File: src/hw/fcbu_pkg.sv
// Shared constants and types for the flag conditional branch unit
package fcbu_pkg;

    localparam int unsigned FCBU_PC_W_DEF  = 16;
    localparam int unsigned FCBU_OFS_W_DEF = 7;
    localparam int unsigned FCBU_PC_STEP   = 1;
    localparam int unsigned FCBU_CYC_SKIP  = 1;
    localparam int unsigned FCBU_CYC_TAKEN = 2;

    typedef enum logic [2:0] {
        FCBU_HALF_CARRY_SET   = 3'h0,
        FCBU_HALF_CARRY_CLEAR = 3'h1,
        FCBU_TRANSFER_SET     = 3'h2,
        FCBU_TRANSFER_CLEAR   = 3'h3,
        FCBU_OVERFLOW_SET     = 3'h4,
        FCBU_OVERFLOW_CLEAR   = 3'h5,
        FCBU_IRQ_ENABLED      = 3'h6,
        FCBU_IRQ_DISABLED     = 3'h7
    } fcbu_kind_e;

    typedef enum logic [0:0] {
        FCBU_ST_IDLE   = 1'h0,
        FCBU_ST_SECOND = 1'h1
    } fcbu_state_e;

    localparam logic FCBU_RST_BUSY  = 1'h0;
    localparam logic FCBU_RST_DONE  = 1'h0;
    localparam logic FCBU_RST_TAKEN = 1'h0;
    localparam int unsigned FCBU_RST_PC = 32'h00000000;

endpackage

File: src/hw/fcbu_eval_if.sv
// Carrier between the branch sequencer and the condition and target evaluator
`timescale 1ns/1ps
interface fcbu_eval_if
    import fcbu_pkg::*;
#(
    parameter int unsigned PC_W  = FCBU_PC_W_DEF,
    parameter int unsigned OFS_W = FCBU_OFS_W_DEF
);
    fcbu_kind_e        kind;
    logic              flag_h;
    logic              flag_t;
    logic              flag_v;
    logic              flag_i;
    logic [PC_W-1:0]   pc;
    logic [OFS_W-1:0]  offset;
    logic              cond_true;
    logic [PC_W-1:0]   pc_seq;
    logic [PC_W-1:0]   pc_target;

    modport seq (
        output kind, flag_h, flag_t, flag_v, flag_i, pc, offset,
        input  cond_true, pc_seq, pc_target
    );
    modport eval (
        input  kind, flag_h, flag_t, flag_v, flag_i, pc, offset,
        output cond_true, pc_seq, pc_target
    );
endinterface

File: src/hw/fcbu_target_eval.sv
// Flag condition test and next program counter arithmetic
`timescale 1ns/1ps
module fcbu_target_eval
    import fcbu_pkg::*;
#(
    parameter int unsigned PC_W  = FCBU_PC_W_DEF,
    parameter int unsigned OFS_W = FCBU_OFS_W_DEF
)(
    fcbu_eval_if.eval ev
);
    logic [PC_W-1:0] ofs_ext;
    logic [PC_W-1:0] step;

    assign step = PC_W'(FCBU_PC_STEP);

    // Sign extension of the word offset
    assign ofs_ext = {{(PC_W-OFS_W){ev.offset[OFS_W-1]}}, ev.offset}; // RULE_09

    assign ev.pc_seq    = ev.pc + step;
    assign ev.pc_target = ev.pc + ofs_ext + step;

    always_comb begin
        case (ev.kind)
            FCBU_HALF_CARRY_SET:   ev.cond_true = ev.flag_h;   // RULE_01
            FCBU_HALF_CARRY_CLEAR: ev.cond_true = !ev.flag_h;  // RULE_02
            FCBU_TRANSFER_SET:     ev.cond_true = ev.flag_t;   // RULE_03
            FCBU_TRANSFER_CLEAR:   ev.cond_true = !ev.flag_t;  // RULE_04
            FCBU_OVERFLOW_SET:     ev.cond_true = ev.flag_v;   // RULE_05
            FCBU_OVERFLOW_CLEAR:   ev.cond_true = !ev.flag_v;  // RULE_06
            FCBU_IRQ_ENABLED:      ev.cond_true = ev.flag_i;   // RULE_07
            FCBU_IRQ_DISABLED:     ev.cond_true = !ev.flag_i;  // RULE_08
            default:               ev.cond_true = 1'b0;
        endcase
    end
endmodule

File: src/hw/fcbu_top.sv
// Flag conditional relative branch unit of the processor core
// Summary of operation
// RULE_01: Half carry set: new PC is PC plus offset plus one, else PC plus one.
// RULE_02: Half carry clear: new PC is PC plus offset plus one.
// RULE_03: Transfer bit set: branch to PC plus offset plus one.
// RULE_04: Transfer bit clear: branch to PC plus offset plus one.
// RULE_05: Overflow set: branch relative by offset plus one; flags untouched.
// RULE_06: Overflow clear: branch relative by offset plus one; flags untouched.
// RULE_07: Interrupts enabled: branch; one cycle when skipped, two when taken.
// RULE_08: Interrupts disabled: branch to PC plus offset plus one.
// RULE_09: Offset is signed two's complement, sign-extended before the add.
`timescale 1ns/1ps
module fcbu_top
    import fcbu_pkg::*;
#(
    parameter int unsigned PC_W  = FCBU_PC_W_DEF,
    parameter int unsigned OFS_W = FCBU_OFS_W_DEF
)(
    input  wire logic             mclk,
    input  wire logic             sys_rst,
    input  wire logic             issue,
    input  wire logic [2:0]       kind,
    input  wire logic [OFS_W-1:0] offset,
    input  wire logic [PC_W-1:0]  pc,
    input  wire logic             flag_h,
    input  wire logic             flag_t,
    input  wire logic             flag_v,
    input  wire logic             flag_i,
    output logic                  busy_q,
    output logic                  done_q,
    output logic                  taken_q,
    output logic [PC_W-1:0]       next_pc_q
);
    if (OFS_W < 2 || OFS_W >= PC_W) begin : g_bad_width
        $error("fcbu_top: OFS_W must be at least 2 and below PC_W");
    end
    if ($bits(fcbu_kind_e) != 3) begin : g_bad_kind
        $error("fcbu_top: branch kind code must be three bits wide");
    end
    if (FCBU_PC_STEP != 1) begin : g_bad_step
        $error("fcbu_top: fall-through step must be one word");
    end
    if (FCBU_CYC_SKIP != 1 || FCBU_CYC_TAKEN != 2) begin : g_bad_timing
        $error("fcbu_top: sequencer serves one-cycle skips and two-cycle branches only");
    end

    fcbu_eval_if #(.PC_W(PC_W), .OFS_W(OFS_W)) ev ();

    fcbu_target_eval #(
        .PC_W  (PC_W),
        .OFS_W (OFS_W)
    ) u_eval (
        .ev (ev.eval)
    );

    fcbu_state_e      state_q;
    fcbu_state_e      state_d;
    logic             busy_d;
    logic             done_d;
    logic             taken_d;
    logic [PC_W-1:0]  target_q;
    logic [PC_W-1:0]  target_d;
    logic [PC_W-1:0]  next_pc_d;
    logic             accept;
    logic             skip_now;
    logic             take_now;
    logic             finish_now;

    // Operands reach the evaluator unregistered; results are used on accept
    assign ev.kind   = fcbu_kind_e'(kind);
    assign ev.flag_h = flag_h;
    assign ev.flag_t = flag_t;
    assign ev.flag_v = flag_v;
    assign ev.flag_i = flag_i;
    assign ev.pc     = pc;
    assign ev.offset = offset;

    // Requests during the second cycle of a taken branch are ignored
    assign accept     = issue && (state_q == FCBU_ST_IDLE);
    assign skip_now   = accept && !ev.cond_true;
    assign take_now   = accept && ev.cond_true;
    assign finish_now = (state_q == FCBU_ST_SECOND);

    always_comb begin
        state_d = state_q;
        case (state_q)
            FCBU_ST_IDLE: begin
                if (take_now) begin
                    state_d = FCBU_ST_SECOND; // RULE_07
                end
            end
            FCBU_ST_SECOND: begin
                state_d = FCBU_ST_IDLE;
            end
            default: begin
                state_d = FCBU_ST_IDLE;
            end
        endcase
    end

    always_ff @(posedge mclk) begin
        if (sys_rst) begin
            state_q <= FCBU_ST_IDLE;
        end else begin
            state_q <= state_d;
        end
    end

    // Busy marks the extra cycle in which requests are refused
    always_comb begin
        busy_d = 1'b0;
        case (state_q)
            FCBU_ST_IDLE: begin
                busy_d = take_now; // RULE_07
            end
            FCBU_ST_SECOND: begin
                busy_d = 1'b0;
            end
            default: begin
                busy_d = 1'b0;
            end
        endcase
    end

    always_ff @(posedge mclk) begin
        if (sys_rst) begin
            busy_q <= FCBU_RST_BUSY;
        end else begin
            busy_q <= busy_d;
        end
    end

    // Target captured at issue so later input changes cannot disturb it
    always_comb begin
        target_d = target_q;
        case (state_q)
            FCBU_ST_IDLE: begin
                if (accept) begin
                    target_d = ev.pc_target; // RULE_09
                end
            end
            FCBU_ST_SECOND: begin
                target_d = target_q;
            end
            default: begin
                target_d = target_q;
            end
        endcase
    end

    always_ff @(posedge mclk) begin
        if (sys_rst) begin
            target_q <= PC_W'(FCBU_RST_PC);
        end else begin
            target_q <= target_d;
        end
    end

    // Skip finishes after one cycle, taken branch after two
    always_comb begin
        done_d = 1'b0;
        case (state_q)
            FCBU_ST_IDLE: begin
                done_d = skip_now; // RULE_07
            end
            FCBU_ST_SECOND: begin
                done_d = 1'b1; // RULE_07
            end
            default: begin
                done_d = 1'b0;
            end
        endcase
    end

    always_ff @(posedge mclk) begin
        if (sys_rst) begin
            done_q <= FCBU_RST_DONE;
        end else begin
            done_q <= done_d;
        end
    end

    // Taken qualifies only the completion of a branch that was followed
    always_comb begin
        taken_d = 1'b0;
        case (state_q)
            FCBU_ST_IDLE: begin
                taken_d = 1'b0;
            end
            FCBU_ST_SECOND: begin
                taken_d = 1'b1; // RULE_07
            end
            default: begin
                taken_d = 1'b0;
            end
        endcase
    end

    always_ff @(posedge mclk) begin
        if (sys_rst) begin
            taken_q <= FCBU_RST_TAKEN;
        end else begin
            taken_q <= taken_d;
        end
    end

    // No status flag is an output: this unit leaves flags untouched
    always_comb begin
        next_pc_d = next_pc_q;
        case (state_q)
            FCBU_ST_IDLE: begin
                if (skip_now) begin
                    next_pc_d = ev.pc_seq; // RULE_01
                end
            end
            FCBU_ST_SECOND: begin
                next_pc_d = target_q; // RULE_05
            end
            default: begin
                next_pc_d = next_pc_q;
            end
        endcase
    end

    always_ff @(posedge mclk) begin
        if (sys_rst) begin
            next_pc_q <= PC_W'(FCBU_RST_PC);
        end else begin
            next_pc_q <= next_pc_d;
        end
    end
endmodule

File: config.mk
export PLATFORM = sky130hd
export DESIGN_NAME = fcbu_top
export DESIGN_NICKNAME = d
export VERILOG_FILES = /design/src/hw/fcbu_pkg.sv /design/src/hw/fcbu_eval_if.sv /design/src/hw/fcbu_target_eval.sv /design/src/hw/fcbu_top.sv
export SDC_FILE = /design/constraint.sdc
export NUM_CORES = 1
export LEC_CHECK = 0
export BUFFER_PORTS_ARGS = -buffer_cell sky130_fd_sc_hd__buf_4
export CORE_MARGIN = 4
export CORE_UTILIZATION = 49
export DETAILED_ROUTE_END_ITERATION = 12
export GPL_ROUTABILITY_DRIVEN = 0
export PLACE_DENSITY = 0.81
export REMOVE_ABC_BUFFERS = 1
export SLEW_MARGIN = 40
export SYNTH_ARGS = -nofsm -noshare
export SYNTH_HDL_FRONTEND = slang
export SYNTH_SLANG_ARGS = --single-unit
File: constraint.sdc
create_clock -name mclk -period 2.2 [get_ports mclk]
set_input_delay 0.22 -clock mclk [delete_from_list [all_inputs] [get_ports mclk]]
set_output_delay 0.22 -clock mclk [all_outputs]
set_load 0.05 [all_outputs]
# Word level (Yosys, flattened, before mapping)
# Cells that the tools add are included.
[classes]
n_addsub = 3
eq_ne = 9
bitwise = 1
n_reduce_logical = 10
mux = 10
[op_table]
columns = ["operator", "count"]
rows = [
  ["$mux 16", 3],
  ["$add 16x1->16 const B", 2],
  ["$pmux 16 s2", 1],
  ["$add 16x16->16", 1],
  ["$eq 3x3->1 const B", 4],
  ["$pmux 1 s2", 4],
  ["$pmux 1 s8", 1],
  ["$eq 3x2->1 const B", 2],
  ["$logic_not 1->1", 5],
  ["$ne 2x2->1 const B", 2],
  ["$eq 3x1->1 const B", 1],
  ["$logic_and 1x1->1", 3],
  ["$logic_not 3->1", 1],
  ["$reduce_and 2->1", 1],
  ["$mux 1", 1],
  ["$not 1->1", 1],
]
[totals]
elab_cells = 39
out_inout_bits = 19
inputBits = 33
reg_bits = 36

# Depth between registers and ports, before layout
[logic_depth]
ltp_word = 6
depth_mapped = 9
depth_no_buf = 9

# Modules after synthesis
# Synthesis repeated with hierarchy kept, for this count alone.
[unflattened]
cells_unflattened = 298
hier_area_um2 = 2419.8
[modules_own_cells]
columns = ["module", "instances", "seq_area_each_um2", "cells_per_inst", "area_each_um2"]
rows = [
  ["fcbu_top", 1, 700.7, 151, 1363.8],
  ["fcbu_target_eval", 1, 0.0, 147, 1056.0],
]

# Least setup slack after synthesis
# Ideal clock, no wire load.
[synth_path]
path_kind = "in2reg"
from = "input pc[0]"
to = "register target_q[12]"
setup_slack_ns = -0.083
stages = 9
path_buffers = 0
required_ns = 2.083
arrival_time_ns = 2.166
cell_sequence = "inv_1 -> ha_1 -> inv_1 -> fa_1 -> a21o_1 -> a311o_1 -> a41o_1 -> or3_1 -> a32o_1"
[synth_between]
elab_chain_cells = 4
[synth_lines]
columns = ["element", "line_no", "text"]
rows = [
  ["start: declaration", "fcbu_top.sv:24", "input wire logic [PC_W-1:0] pc,"],
  ["$add 16x16->16", "fcbu_target_eval.sv:20", "assign ev.pc_target = ev.pc + ofs_ext + step;"],
  ["$add 16x1->16", "fcbu_target_eval.sv:20", ""],
  ["$mux 16", "fcbu_top.sv:138", "if (accept) begin"],
  ["$mux 16", "fcbu_top.sv:136", "case (state_q)"],
  ["end signal: assignment", "fcbu_top.sv:153", "target_q <= PC_W'(FCBU_RST_PC);"],
  ["end signal: assignment", "fcbu_top.sv:155", "target_q <= target_d;"],
  ["end: declaration", "fcbu_top.sv:61", "logic [PC_W-1:0] target_q;"],
]
# No other way between the ends. The select of a mux whose other input is x is not followed.
# A chain may end at the register's enable or synchronous reset.

# Final worst setup path
[layout_path]
from = "input pc[0]"
to = "register target_q[14]"
# Same word-level chain as after synthesis.

==> flow_summary.json <==
{
  "status": "finished, final reports clean",
  "fmax_mhz": 482,
  "hold_viol": 0,
  "ios": 52,
  "yosysTopAreaCell": "dfxtp_1",
  "clk-insertion-delay-late_ns": 0.29,
  "path_class": "in -> reg",
  "ys_warn_count": 0,
  "synth.most_common_cell": "dfxtp_1",
  "hold_path.class": "in -> reg",
  "synthToLayoutAreaGrowth_pct": 32.0,
  "synthCells": 285,
  "met1_usage": 0.320,
  "finalWirelength_mm": 7.24,
  "dieHeight_um": 77.2,
  "r2r-end": "target_q[14]",
  "grt_use_met3": 0.0621,
  "ctsLongestPathBuffers": 2,
  "grt-ovfl-total": 0,
  "rsz0062_at_grt": "no",
  "path_max_fanout": 2,
  "vias": 2627,
  "coreArea_sq_um": 4500,
  "synth_area_sq_um": 2350,
  "cts.clk_slew.worst_paths_ns": 0.07,
  "crit_arrival_ns": 2.26,
  "ctsRootBufferMaster": "clkbuf_8",
  "dieArea_sq_um": 5960,
  "finalCriticalPeriod_ns": 2.08,
  "finalSetupViolCount": 0,
  "fin_skew_ns": 0.00648,
  "grt_pass1_vias": 2551,
  "final_max_slew_viol_count": 0,
  "crit_required_ns": 2.38,
  "grt_pass1_wl_mm": 12.0,
  "startpoint_type": "input pin",
  "fin_ws_ns": 0.124,
  "cts_sinks": 35,
  "power_density_nw_per_um2": 627,
  "critPathLaunch": "pc[0]",
  "rows": 24,
  "regArea_sq_um": 701,
  "ant_nets": 0,
  "cts_max_level": 2,
  "antenna_found_initial": 0,
  "nets": 414,
  "track_usage": 0.249,
  "grt_most_used_layer": "met2",
  "synthArstFlopShare": 0,
  "grt_max_degree": 20,
  "drc": 0,
  "rr_startpoint": "finish_now",
  "yosys_most_used_dff": "dfxtp_1",
  "p_leak_nw": 1.36,
  "fillers": 367,
  "multiInputGateArea_sq_um": 1570,
  "rrSetupSlack_ns": 0.66,
  "cts_tree": "done",
  "ys_top_cells_by_count": "dfxtp_1, nand2_1, a21oi_1",
  "ctsHoldBuffers": 0,
  "relSlewSlack": 0.679,
  "ys_seq_area_frac": 0.299,
  "ys_seq_elements": 35,
  "yosysUniqueCellTypes": 55,
  "worstMarginPinSlew_ns": 0.482,
  "use_met2": 0.403,
  "layout-drive-gt1-share": 0.266,
  "hpwl_mm": 5.64,
  "vias_per_cell": 6.30,
  "synth_top_area_frac": 0.299,
  "fin_crit_sh": 0.944,
  "fp.dieW_um": 77.2,
  "worstSetupEndpointType": "flop",
  "diodes": 0,
  "fin_tns_setup_ns": 0,
  "synth_edf_count": 0,
  "vdd_drop_max_mv": 0.469,
  "max_cap_viol_count": 0,
  "avgSynthCellArea_sq_um": 8.23,
  "start_util": 0.521,
  "dp_slack_ns": -0.312,
  "yosys-top-cells-area": "dfxtp_1, ha_1, a21oi_1",
  "power_mw": 1.94,
  "r2r_cells": 3,
  "drt_iter0_markers": 203,
  "drt-pass1-iter-count": 5,
  "wire_per_inst_um": 17.4,
  "crit_end": "target_q[14]",
  "fin_util": 0.688,
  "cts_made_buffers": 5,
  "hold_ws_ns": 0.242,
  "numPortBuffers": 51
}
[state kept, by name (all words and copies together) (netlist names)]
signal      count
next_pc_q      16
target_q       16
done_q          1
finish_now      1
taken_q         1
[per-layer routing]
layer  vias to the layer above  share of wire
met4                         0          0.030
met3                        20          0.089
met1                      1208           0.43
met5                         -              0
li1                       1255              -
met2                       144           0.45
[critical path: stages]
cell and delay, ns:
buf_4 0.11, inv_1 0.07, ha_2 0.17, inv_1 0.05, fa_2 0.35, a21o_1 0.19, buf_4 0.14, a311oi_1 0.30
nor3_1 0.10, or4_1 0.40, nor3b_1 0.15
[report_power, final]
part / internal (mW) / switching, mW / total, mW / leakage (nW)
Sequential: 0.694 / 0.0332 / 0.727 / 0.288
Clock: 0.286 / 0.230 / 0.516 / 0.0515
Combinational: 0.295 / 0.403 / 0.698 / 1.02
Total: 1.27 / 0.666 / 1.94 / 1.36
[worst min-delay path by stage]
stage / start / end / depth (start not counted)
floorplan: sys_rst / next_pc_q[12] / 1
global route: sys_rst / target_q[0] / 2
finish: sys_rst / next_pc_q[13] / 2
CTS: sys_rst / target_q[5] / 2
detailed placement: target_q[3] / target_q[3] / 2
global placement: target_q[5] / target_q[5] / 2
[repair_timing]
item,CTS,global route
pin swaps,0,2
gates resized for setup,1,1
setup endpoints to repair,1,3
setup buffers,0,0
[logic make-up after synthesis]
kind of cell,synth area share
simple gates,0.211
flops,0.299
fa+ha+maj,0.0939
mux,0.00960
buf+inv,0.0325
xor+xnor,0.0629
compound gates,0.291
[cell type report]
cell class | instances | share of cell area
clock buffers | 8 | 0.0323
inverters | 7 | 0.00848
multi-input cells | 231 | 0.508
flip-flops and latches | 35 | 0.226
well taps | 52 | 0.0210
repair buffers | 84 | 0.204
[layout by cell type, fill, tap and decap left out, types with 4 or more instances in the layout]
cell      netlist  routed
a211o_1         4       4
a211oi_1        5       5
a21o_1          4       4
a21oi_1        25      25
a222oi_1       10      10
a22oi_1         4       4
buf_4           1      84
clkbuf_8        0       7
dfxtp_1        35      35
ha_1           16      15
inv_1           7       7
nand2_1        26      26
nand3_1        12      12
nand4_1         4       4
nor2_1         23      23
nor3_1         10      10
o21a_1          5       5
o21ai_0        10      10
o21ai_1         4       4
or3_1           4       4
xnor2_1         6       6
xor2_1          9       9
[metrics by stage]
stage          instance area (sq um)  instances
6_report                        3100        417
5_1_grt                         3100        417
4_1_cts                         3090        417
3_5_place_dp                    2990        409
3_3_place_gp                    2990        409
2_1_floorplan                   2300        273
Power figures use the tool's default switching activity.
